<file path="src/logic/lds_pkg.sv">
/*
  Shared constants, states and carriers for the LED dimming fault sequencer.
  Assumes a single 200 MHz clock and comparator results arriving as digital levels.
*/
package lds_pkg;

  localparam int CLK_PERIOD_NS = 5;
  localparam int CLAMP_MS = 10;
  localparam int CLAMP_CYC = CLAMP_MS * 1_000_000 / CLK_PERIOD_NS;
  localparam int RECON_NS = 2400;
  localparam int RECON_CYC = (RECON_NS + CLK_PERIOD_NS - 1) / CLK_PERIOD_NS;
  localparam int FMAX_KHZ = 350;
  localparam int MIN_HALF_CYC = (1_000_000 + 2 * FMAX_KHZ * CLK_PERIOD_NS - 1) / (2 * FMAX_KHZ * CLK_PERIOD_NS);

  localparam int CNT_W = 22;
  localparam int RC_W = 9;
  localparam int HALF_W = 9;
  localparam int LVL_INT_W = 12;
  localparam int LVL_FRAC = 8;
  localparam int LVL_W = LVL_INT_W + LVL_FRAC;
  localparam int LVL_SHIFT = 8;
  localparam int TICK_W = 12;
  localparam logic [LVL_INT_W-1:0] LVL_LO_MV = 12'h064;
  localparam logic [LVL_INT_W-1:0] LVL_HI_MV = 12'hA28;

  localparam int AXI_ADDR_W = 32;
  localparam int DEC_W = 4;
  localparam logic [DEC_W-1:0] REG_CTRL = 4'h0;
  localparam logic [DEC_W-1:0] REG_STATUS = 4'h4;
  localparam logic [DEC_W-1:0] REG_LEVEL = 4'h8;
  localparam logic [31:0] CTRL_RST = 32'h0000_0001;
  localparam logic [31:0] CTRL_MASK = 32'h0000_0001;
  localparam int CTRL_EN_BIT = 0;
  localparam int STAT_ST_LSB = 0;
  localparam int STAT_IN_LSB = 8;
  localparam logic [1:0] RESP_OKAY = 2'h0;
  localparam logic [1:0] RESP_SLVERR = 2'h2;

  typedef enum logic [5:0] {
    ST_OFF   = 6'h01,
    ST_CLAMP = 6'h02,
    ST_SOFT  = 6'h04,
    ST_RUN   = 6'h08,
    ST_FAULT = 6'h10,
    ST_LATCH = 6'h20
  } lds_state_t;

  // Comparator and pin levels, all active high
  typedef struct packed {
    logic brightness_pwm_in;
    logic backlight_on_in;
    logic supply_lockout;
    logic output_high_limit_sense;
    logic output_low_limit_sense;
    logic cl_restart_trip;
    logic cl_release_ok;
    logic cl_latch_trip;
    logic soft_start_done;
    logic duty_adjust_cross;
    logic slew_above_enable;
    logic osc_phase;
  } lds_sense_t;

  localparam int SENSE_W = $bits(lds_sense_t);

  typedef struct packed {
    lds_state_t st;
    logic pwm_prev;
    logic [CNT_W-1:0] clamp_cnt;
    logic sw;
    logic drv_a;
    logic drv_b;
    logic ramp_en;
    logic pso;
    logic ss_en;
    logic lcc;
    logic [RC_W-1:0] on_cnt;
    logic phase;
    logic [HALF_W-1:0] half_cnt;
    logic [LVL_W-1:0] lvl;
    logic [TICK_W-1:0] tick_cnt;
    logic [31:0] ctrl;
    logic aw_got;
    logic [DEC_W-1:0] awaddr;
    logic w_got;
    logic [31:0] wdata;
    logic [3:0] wstrb;
    logic bvalid;
    logic [1:0] bresp;
    logic rvalid;
    logic [31:0] rdata;
    logic [1:0] rresp;
  } lds_core_t;

  typedef struct packed {
    lds_sense_t s1;
    lds_sense_t s2;
    lds_sense_t s3;
    lds_sense_t out;
  } lds_sync_t;

endpackage

</file>
<file path="src/logic/lds_pin_sync.sv">
/*
  Three-stage synchroniser for the comparator and pin levels.
  Assumes inputs are asynchronous to aclk; output changes once stages two and three agree.
*/
`timescale 1ns/100ps
module lds_pin_sync (
  input wire logic aclk,
  input wire logic aresetn,
  input wire lds_pkg::lds_sense_t pins_async,
  output lds_pkg::lds_sense_t pins_sync
);
  import lds_pkg::*;

  lds_sync_t q;
  lds_sync_t n;

  always_comb begin
    n = q;
    n.s1 = pins_async;
    n.s2 = q.s1;
    n.s3 = q.s2;
    n.out = (~(q.s2 ^ q.s3) & q.s3) | ((q.s2 ^ q.s3) & q.out);
  end

  always_ff @(posedge aclk) begin
    if (!aresetn) begin
      q <= '0;
    end else begin
      q <= n;
    end
  end

  assign pins_sync = q.out;
endmodule

</file>
<file path="src/logic/lds_sequencer.sv">
/*
  Dimming and fault sequencer with an AXI4-Lite register slave.
  Assumes analog comparators outside; their results enter through lds_pin_sync.
*/
// The register addresses and the AXI4-Lite register port are this design's own decisions.
`timescale 1ns/100ps
module lds_sequencer #(
  parameter int unsigned CLAMP_CYCLES = lds_pkg::CLAMP_CYC
) (
  input wire logic aclk,
  input wire logic aresetn,
  input wire lds_pkg::lds_sense_t sense_pins,
  output logic string_switch_out,
  output logic half_bridge_drive_a,
  output logic half_bridge_drive_b,
  output logic duty_adjust_ramp_en,
  output logic power_stage_off,
  output logic soft_start_charge_en,
  output logic loop_comp_connect,
  output logic [lds_pkg::LVL_INT_W-1:0] duty_average_level,
  input wire logic [lds_pkg::AXI_ADDR_W-1:0] s_axi_awaddr,
  input wire logic s_axi_awvalid,
  output logic s_axi_awready,
  input wire logic [31:0] s_axi_wdata,
  input wire logic [3:0] s_axi_wstrb,
  input wire logic s_axi_wvalid,
  output logic s_axi_wready,
  output logic [1:0] s_axi_bresp,
  output logic s_axi_bvalid,
  input wire logic s_axi_bready,
  input wire logic [lds_pkg::AXI_ADDR_W-1:0] s_axi_araddr,
  input wire logic s_axi_arvalid,
  output logic s_axi_arready,
  output logic [31:0] s_axi_rdata,
  output logic [1:0] s_axi_rresp,
  output logic s_axi_rvalid,
  input wire logic s_axi_rready
);
  import lds_pkg::*;

  localparam lds_core_t CORE_RST = '{st: ST_OFF, ctrl: CTRL_RST, default: '0};
  localparam logic [CNT_W-1:0] CLAMP_LAST = CNT_W'(CLAMP_CYCLES - 1);
  localparam logic [RC_W-1:0] RECON_LAST = RC_W'(RECON_CYC);
  localparam logic [HALF_W-1:0] HALF_LAST = HALF_W'(MIN_HALF_CYC - 1);
  localparam int AST_RC = RECON_CYC;

  lds_sense_t s;
  lds_core_t q;
  lds_core_t n;
  logic pwm_rise;
  logic pwm_fall;
  logic start_ok;
  logic gate_en;
  logic [LVL_INT_W-1:0] tgt;
  logic signed [LVL_W+1:0] diff;
  logic [DEC_W-1:0] ardec;

  // Mapped register check, shared by write and read paths
  function automatic logic reg_mapped(input logic [DEC_W-1:0] a);
    return (a == REG_CTRL) || (a == REG_STATUS) || (a == REG_LEVEL);
  endfunction

  lds_pin_sync u_sync (
    .aclk(aclk),
    .aresetn(aresetn),
    .pins_async(sense_pins),
    .pins_sync(s)
  );

  assign ardec = s_axi_araddr[DEC_W-1:0];

  always_comb begin
    n = q;
    pwm_rise = s.brightness_pwm_in & ~q.pwm_prev;
    pwm_fall = ~s.brightness_pwm_in & q.pwm_prev;
    n.pwm_prev = s.brightness_pwm_in;
    start_ok = ~s.supply_lockout & s.backlight_on_in & q.ctrl[CTRL_EN_BIT];
    gate_en = 1'b0;
    tgt = '0;
    diff = '0;

    // Sequencing
    unique case (q.st)
      ST_OFF: begin
        if (start_ok) begin
          n.st = ST_CLAMP;
          n.clamp_cnt = '0;
        end
      end
      ST_CLAMP: begin
        if (q.clamp_cnt == CLAMP_LAST) begin
          n.st = ST_SOFT;
        end else begin
          n.clamp_cnt = q.clamp_cnt + 1'b1;
        end
      end
      ST_SOFT: begin
        if (s.soft_start_done) begin
          n.st = ST_RUN;
        end
      end
      ST_RUN: begin
        if (s.output_low_limit_sense) begin
          n.st = ST_CLAMP;
          n.clamp_cnt = '0;
        end
      end
      ST_FAULT: begin
        if (~s.output_high_limit_sense & ~s.cl_restart_trip & s.cl_release_ok) begin
          n.st = ST_CLAMP;
          n.clamp_cnt = '0;
        end
      end
      ST_LATCH: begin
      end
    endcase

    // Restartable faults, then start loss, supply lockout and latched fault
    if ((q.st == ST_CLAMP || q.st == ST_SOFT || q.st == ST_RUN) &&
        (s.output_high_limit_sense || s.cl_restart_trip)) begin
      n.st = ST_FAULT;
    end
    if (!start_ok && q.st != ST_LATCH) begin
      n.st = ST_OFF;
    end
    if (s.supply_lockout) begin
      n.st = ST_OFF;
    end else if (s.cl_latch_trip) begin
      n.st = ST_LATCH;
    end

    // String switch
    unique case (n.st)
      ST_RUN: n.sw = s.brightness_pwm_in;
      ST_SOFT: n.sw = 1'b1;
      default: n.sw = 1'b0;
    endcase

    // Dimming edges, ramp and power-stage-off
    if (n.st == ST_RUN) begin
      if (q.st != ST_RUN) begin
        n.ramp_en = ~s.brightness_pwm_in;
        n.pso = ~s.brightness_pwm_in;
      end else begin
        if (q.ramp_en && s.duty_adjust_cross) begin
          n.pso = 1'b0;
        end
        if (pwm_rise) begin
          n.ramp_en = 1'b0;
        end
        if (pwm_fall) begin
          n.ramp_en = 1'b1;
          n.pso = 1'b1;
        end
      end
    end else begin
      n.ramp_en = 1'b0;
      n.pso = 1'b0;
    end

    // Gate drive enable and phase rate limit
    gate_en = (n.st == ST_SOFT) || (n.st == ST_RUN && !n.pso && s.slew_above_enable);
    if (q.half_cnt != HALF_LAST) begin
      n.half_cnt = q.half_cnt + 1'b1;
    end
    if (s.osc_phase != q.phase && q.half_cnt == HALF_LAST) begin
      n.phase = s.osc_phase;
      n.half_cnt = '0;
    end
    n.drv_a = gate_en & n.phase;
    n.drv_b = gate_en & ~n.phase;
    n.ss_en = (n.st == ST_SOFT) || (n.st == ST_RUN);

    // Loop compensation reconnect delay
    if (!n.sw) begin
      n.on_cnt = '0;
    end else if (q.on_cnt != RECON_LAST) begin
      n.on_cnt = q.on_cnt + 1'b1;
    end
    n.lcc = n.sw && (n.on_cnt == RECON_LAST);

    // Duty-average level filter
    n.tick_cnt = q.tick_cnt + 1'b1;
    tgt = s.brightness_pwm_in ? LVL_LO_MV : LVL_HI_MV;
    diff = $signed({2'b00, tgt, {LVL_FRAC{1'b0}}}) - $signed({2'b00, q.lvl});
    if (q.tick_cnt == '0) begin
      n.lvl = LVL_W'($signed({2'b00, q.lvl}) + (diff >>> LVL_SHIFT));
    end

    // AXI4-Lite write path
    if (s_axi_awvalid && s_axi_awready) begin
      n.aw_got = 1'b1;
      n.awaddr = s_axi_awaddr[DEC_W-1:0];
    end
    if (s_axi_wvalid && s_axi_wready) begin
      n.w_got = 1'b1;
      n.wdata = s_axi_wdata;
      n.wstrb = s_axi_wstrb;
    end
    if (q.aw_got && q.w_got && !q.bvalid) begin
      n.aw_got = 1'b0;
      n.w_got = 1'b0;
      n.bvalid = 1'b1;
      n.bresp = reg_mapped(q.awaddr) ? RESP_OKAY : RESP_SLVERR;
      if (q.awaddr == REG_CTRL) begin
        for (int i = 0; i < 4; i++) begin
          if (q.wstrb[i]) begin
            n.ctrl[8*i +: 8] = q.wdata[8*i +: 8];
          end
        end
        n.ctrl = n.ctrl & CTRL_MASK;
      end
    end
    if (q.bvalid && s_axi_bready) begin
      n.bvalid = 1'b0;
    end

    // AXI4-Lite read path
    if (q.rvalid && s_axi_rready) begin
      n.rvalid = 1'b0;
    end
    if (s_axi_arvalid && !q.rvalid) begin
      n.rvalid = 1'b1;
      n.rresp = reg_mapped(ardec) ? RESP_OKAY : RESP_SLVERR;
      n.rdata = '0;
      if (ardec == REG_CTRL) begin
        n.rdata = q.ctrl;
      end else if (ardec == REG_STATUS) begin
        n.rdata[STAT_ST_LSB +: 6] = q.st;
        n.rdata[STAT_IN_LSB +: SENSE_W] = s;
      end else if (ardec == REG_LEVEL) begin
        n.rdata[LVL_INT_W-1:0] = q.lvl[LVL_W-1:LVL_FRAC];
      end
    end
  end

  always_ff @(posedge aclk) begin
    if (!aresetn) begin
      q <= CORE_RST;
    end else begin
      q <= n;
    end
  end

  assign string_switch_out = q.sw;
  assign half_bridge_drive_a = q.drv_a;
  assign half_bridge_drive_b = q.drv_b;
  assign duty_adjust_ramp_en = q.ramp_en;
  assign power_stage_off = q.pso;
  assign soft_start_charge_en = q.ss_en;
  assign loop_comp_connect = q.lcc;
  assign duty_average_level = q.lvl[LVL_W-1:LVL_FRAC];
  assign s_axi_awready = !q.aw_got && !q.bvalid;
  assign s_axi_wready = !q.w_got && !q.bvalid;
  assign s_axi_bvalid = q.bvalid;
  assign s_axi_bresp = q.bresp;
  assign s_axi_arready = !q.rvalid;
  assign s_axi_rvalid = q.rvalid;
  assign s_axi_rdata = q.rdata;
  assign s_axi_rresp = q.rresp;

  // Consecutive switch-on cycles seen by the checks
  logic [RC_W-1:0] ast_on_ff;

  always_ff @(posedge aclk) begin
    if (!aresetn || !q.sw) begin
      ast_on_ff <= '0;
    end else if (ast_on_ff != '1) begin
      ast_on_ff <= ast_on_ff + 1'b1;
    end
  end
endmodule

</file>
<file path="config.mk">
export PLATFORM = sky130hd
export DESIGN_NAME = lds_sequencer
export DESIGN_NICKNAME = d
export VERILOG_FILES = /design/src/logic/lds_pkg.sv /design/src/logic/lds_pin_sync.sv /design/src/logic/lds_sequencer.sv
export SDC_FILE = /design/constraint.sdc
export NUM_CORES = 1
export LEC_CHECK = 0
export BUFFER_PORTS_ARGS = -buffer_cell sky130_fd_sc_hd__buf_2
export CORE_MARGIN = 10
export CORE_UTILIZATION = 45
export CTS_CLUSTER_SIZE = 28
export DETAILED_ROUTE_END_ITERATION = 7
export GPL_ROUTABILITY_DRIVEN = 0
export PLACE_DENSITY = 0.68
export REMOVE_ABC_BUFFERS = 1
export SLEW_MARGIN = 20
export SYNTH_ARGS = -nofsm -noshare
export SYNTH_HDL_FRONTEND = slang
export SYNTH_SLANG_ARGS = --single-unit
</file>
<file path="constraint.sdc">
create_clock -name aclk -period 6.4 [get_ports aclk]
set_input_delay 0.32 -clock aclk [delete_from_list [all_inputs] [get_ports aclk]]
set_output_delay 0.32 -clock aclk [all_outputs]
set_load 0.05 [all_outputs]
</file>
# [Word level (Yosys, flattened, before mapping)]
# Index checks and enable logic that the tools add are counted.
[op_classes] eq_ne=23 bitwise_logic=20 reduce_logical=43 muxes=36 addsub=6
[ops] op="$mux W22" n=4
[ops] op="$pmux W22 S4" n=1
[ops] op="$mux W6" n=10
[ops] op="$mux W35" n=1
[ops] op="$pmux W6 S5" n=1
[ops] op="$mux W9" n=3
[ops] op="$and A12 B12 Y12" n=2
[ops] op="$mux W12" n=2
[ops] op="$add A22 B1 Y22 const B" n=1
[ops] op="$eq A22 B21 Y1 const B" n=1
[ops] op="$sub A20 B20 Y21" n=1
[ops] op="$add A20 B13 Y20" n=1
[ops] op="$mux W20" n=1
[ops] op="$add A9 B1 Y9 const B" n=2
[ops] op="$eq A9 B9 Y1 const B" n=2
[ops] op="$ne A9 B9 Y1 const B" n=2
[ops] op="$logic_and A1 B1 Y1" n=16
[ops] op="$add A12 B1 Y12 const B" n=1
[ops] op="$eq A6 B3 Y1 const B" n=2
[ops] op="$eq A6 B4 Y1 const B" n=2
[ops] op="$logic_not A12 Y1" n=1
[ops] op="$not A12 Y12" n=1
[ops] op="$or A12 B12 Y12" n=1
[ops] op="$xor A12 B12 Y12" n=1
[ops] op="other kinds (28)" n=68
[word_totals] out_inout_bits=60 reg_bits=170

# [Logic depth before layout (Yosys ltp)]
[depth] ltp_word=16 mapped_depth=16 depth_no_buf=16

# [By module]
# From an unflattened synthesis, not the netlist that was laid out.
[unflattened] cells_unflattened=972 area_unflattened_um2=8563.2
[modules_own_cells] mod="lds_sequencer" seq_area_each_um2=2402.3 cells_per_inst=835 n_inst=1 area_each_um2=7033.0
[modules_own_cells] mod="lds_pin_sync" seq_area_each_um2=960.9 cells_per_inst=137 n_inst=1 area_each_um2=1530.2

# [Worst setup path after synthesis]
# No wires, ideal clock.
[synth_timing] path_type="reg2reg" start="reg with a tool-made name" end="reg q (netlist bit duty_average_level[8])" arrival_ns=3.570 stages_incl_launch_ff=17 slack_ns=2.705 n_path_buf=0 t_required_ns=6.275 setup_time_ns=0.125 cell_sequence="dfxtp_1 inv_1 ha_1 nor4bb_1 a32oi_1 a2111oi_2 a21oi_1 nor2_1 xor2_1 ha_1 a21oi_1 nand3_1 nor3b_1 o31ai_1 a211oi_1 or3_1 nand3_1"
[synth_lines] element="end signal, assigned" line="lds_sequencer.sv:241" rtl="q <= n;"
[synth_lines] element="end, declared" line="lds_sequencer.sv:48" rtl="lds_core_t q;"

==> results.json <==
{
  "status": "finished clean",
  "synthTopCellsByCount": "dfxtp_1, nor2_1, nand2_1",
  "syn-cell-area_mm2": 0.00839,
  "path_buf_inv": 1,
  "combPwrFrac_pct": 19.2,
  "worst_path_max_delay_cell": "dfxtp_1",
  "drt_iter0_markers": 433,
  "synth_most_common_cell": "dfxtp_1",
  "power.leakage_uw": 0.00366,
  "synthArstFlopShare_pct": 0,
  "area_delta_synth_final_pct": 9.86,
  "synth_cell_type_count": 72,
  "slew_headroom_pct": 30.1,
  "grt_overflow": 0,
  "die_h_um": 157,
  "period_minus_slack_ps": 4540,
  "synth_ff_type": "dfxtp_1",
  "wl_per_cell_um": 15.2,
  "path_max_fanout": 9,
  "dr.pass1.iters": 5,
  "stdcell_count": 1241,
  "final_nets": 1151,
  "track_usage_pct": 15.4,
  "synth-edff-count": 0,
  "dp.cells": 1209,
  "cts_resized": 0,
  "clock-sinks": 168,
  "drt_wl_total_um": 18800,
  "cp-start-kind": "flop",
  "path_delay_family": "compound AO/OA/AOI/OAI gates",
  "fin_area_mm2": 0.00922,
  "max_stage_delay_ps": 630,
  "htreeDepth": 4,
  "crit_path_end_kind": "flop",
  "finalMaxSlewViolations": 0,
  "clock_path_buffers": 2,
  "pwr-share-seq_pct": 40.9,
  "synthDominantCellAreaShare_pct": 40.1,
  "synthTopCellsByArea": "dfxtp_1, a21oi_1, ha_1",
  "setup_viol": 0,
  "ctsHoldBuffers": 0,
  "worstSetupPathDepth": 16,
  "die-area_mm2": 0.0245,
  "grt_setup_unrepaired": "false",
  "place_hpwl_um": 13200,
  "drive_gt1_share_pct": 12.8,
  "tns_ps": 0,
  "synth_top_area_cell": "dfxtp_1",
  "drc": 0,
  "die_w_um": 157,
  "clk_pin_slew_ps": 60,
  "clkPwrFrac_pct": 39.9,
  "hold_path_depth": 2,
  "cts_root_buf": "clkbuf_16",
  "numPortBuffers": 74,
  "postLayoutCoreUtil_pct": 50.8,
  "p_sw_uw": 797,
  "holdCritPathClass": "primary input to flop",
  "gr-usage-met1_pct": 19.2,
  "hold_viol_final": 0,
  "core_area_mm2": 0.0181,
  "place_ws_ps": 1930,
  "drv_cap": 0,
  "postLayoutSetupSlackWorst_ps": 1860,
  "clk_latency_ps": 420,
  "grt_pass1_wl_um": 31200,
  "reg2reg_depth": 16,
  "use_met3_pct": 2.91,
  "dpl_cell_area_mm2": 0.00857,
  "swShare_pct": 28.9,
  "numCtsBuffers": 17,
  "required_ps": 6760,
  "antenna_found_initial": 0,
  "post_drt_via_cell_ratio": 5.41,
  "ff2ff_setup_slack_ps": 1860,
  "pin_count": 179,
  "rows": 49,
  "postCtsSetupBuffers": 0,
  "worst-endpoint-arrival_ps": 4900,
  "nFillCells": 1732,
  "ys_seq_area_share_pct": 40.1,
  "crit_end": "duty_average_level[8]",
  "path_cells": "inv_1, ha_1, nor4bb_1, a32oi_1, a2111oi_2, a21oi_1, nor2_1, xor2_1, ha_1, a21oi_1, nand3_1, nor3b_1, o31ai_1, a211oi_1, o2111ai_1, nand3_1",
  "initial_utilization_pct": 46.2,
  "power_density_mw_per_mm2": 300,
  "grtUsageMet2_pct": 26.2,
  "max_freq_mhz": 220,
  "dr_total_vias": 6709,
  "ys_ff_latch": 168,
  "cts_tree": "done",
  "fin_skew_ps": 9.01,
  "ys_warn_count": 0,
  "min_period_over_period_pct": 71.0,
  "p_int_uw": 1960,
  "grt_max_degree": 77,
  "grt_pass1_vias": 6347,
  "reg2reg_to": "duty_average_level[8]",
  "critPathKind": "flop to flop",
  "synth.avg_cell_area_um2": 8.60,
  "vdd_drop_max_uv": 188,
  "ant_nets": 0,
  "top_usage_layer": "met2",
  "worst_pin_slew_ps": 1050,
  "syn_inst": 976,
  "num_antenna_cells": 0
}
## power by group through the flow
stage / registers [µW] / clock network (µW) / logic [µW]
5_1_grt: 1130 / 1170 / 590
3_5_place_dp: 1150 / 0 / 522
6_report: 1130 / 1100 / 530
2_1_floorplan: 1170 / 0 / 388
3_3_place_gp: 1150 / 0 / 514
4_1_cts: 1130 / 1120 / 527
## layout by cell type (no fill, tap or decap), types with 11 or more instances in the layout
| cell | count |
|---|---|
| dfxtp_1 | 168 |
| nor2_1 | 105 |
| nand2_1 | 83 |
| a21oi_1 | 80 |
| buf_2 | 74 |
| nand3_1 | 49 |
| xor2_1 | 44 |
| and2_1 | 41 |
| o21ai_0 | 36 |
| ha_1 | 32 |
| inv_1 | 25 |
| a211oi_1 | 24 |
| xnor2_1 | 23 |
| clkbuf_16 | 17 |
| and3_1 | 15 |
| conb_1 | 14 |
| nand4_1 | 13 |
| mux2i_1 | 12 |
| nor3_1 | 11 |
| a22oi_1 | 11 |
## flip-flops by register name (all words and copies together) (netlist names), named ones only
| register | count |
|---|---|
| q | 77 |
| loop_comp_connect | 1 |
| duty_adjust_ramp_en | 1 |
| duty_average_level | 12 |
| s_axi_rdata | 20 |
| s_axi_bresp | 1 |
| u_sync.n | 24 |
| u_sync.q | 12 |
| s_axi_rvalid | 1 |
| string_switch_out | 1 |
| half_bridge_drive_b | 1 |
| s_axi_bvalid | 1 |
| power_stage_off | 1 |
| half_bridge_drive_a | 1 |
| s_axi_rresp | 1 |
| soft_start_charge_en | 1 |
## layer usage
metal	routed length [µm]	part of all wire [%]	vias to the layer above
li1	-	-	3382
met1	8600	46	3185
met2	9300	49	124
met3	629	3.3	18
met4	284	1.5	0
met5	0	0	-
## worst min-delay path by stage
stage / startpoint / end
2_1_floorplan: aresetn / q[80]
3_3_place_gp: u_sync.n[31] / u_sync.n[19]
3_5_place_dp: u_sync.n[26] / u_sync.n[14]
4_1_cts: s_axi_rready / s_axi_rvalid
5_1_grt: s_axi_rready / s_axi_rvalid
6_report: s_axi_rready / s_axi_rvalid
## cell families after synthesis
logic type | share of synthesized area, %
AO/OA/AOI/OAI | 15.1
XOR/XNOR | 7.19
adder cells (fa/ha/maj) | 5.01
buffers and inverters | 7.99
flip-flops | 40.1
multiplexers | 1.57
other | 0.0447
AND/OR/NAND/NOR | 23.0
## cell type report
class	instances	area [µm²]	area share (%)
Clock buffer	19	443	4.81
Multi-Input combinational cell	707	4430	48.0
Inverter	26	97.6	1.06
Clock inverter	13	193	2.09
Timing Repair Buffer	79	408	4.43
Sequential cell	168	3360	36.5
Tap cell	229	287	3.11
## stage by stage
stage               hold WS, ps  total power [µW]
floorplan                   382              1560
detailed placement          417              1670
global placement            416              1670
CTS                        72.9              2780
finish                     88.7              2760
global route               74.0              2890
No activity file was read; power rests on OpenSTA's default activity.
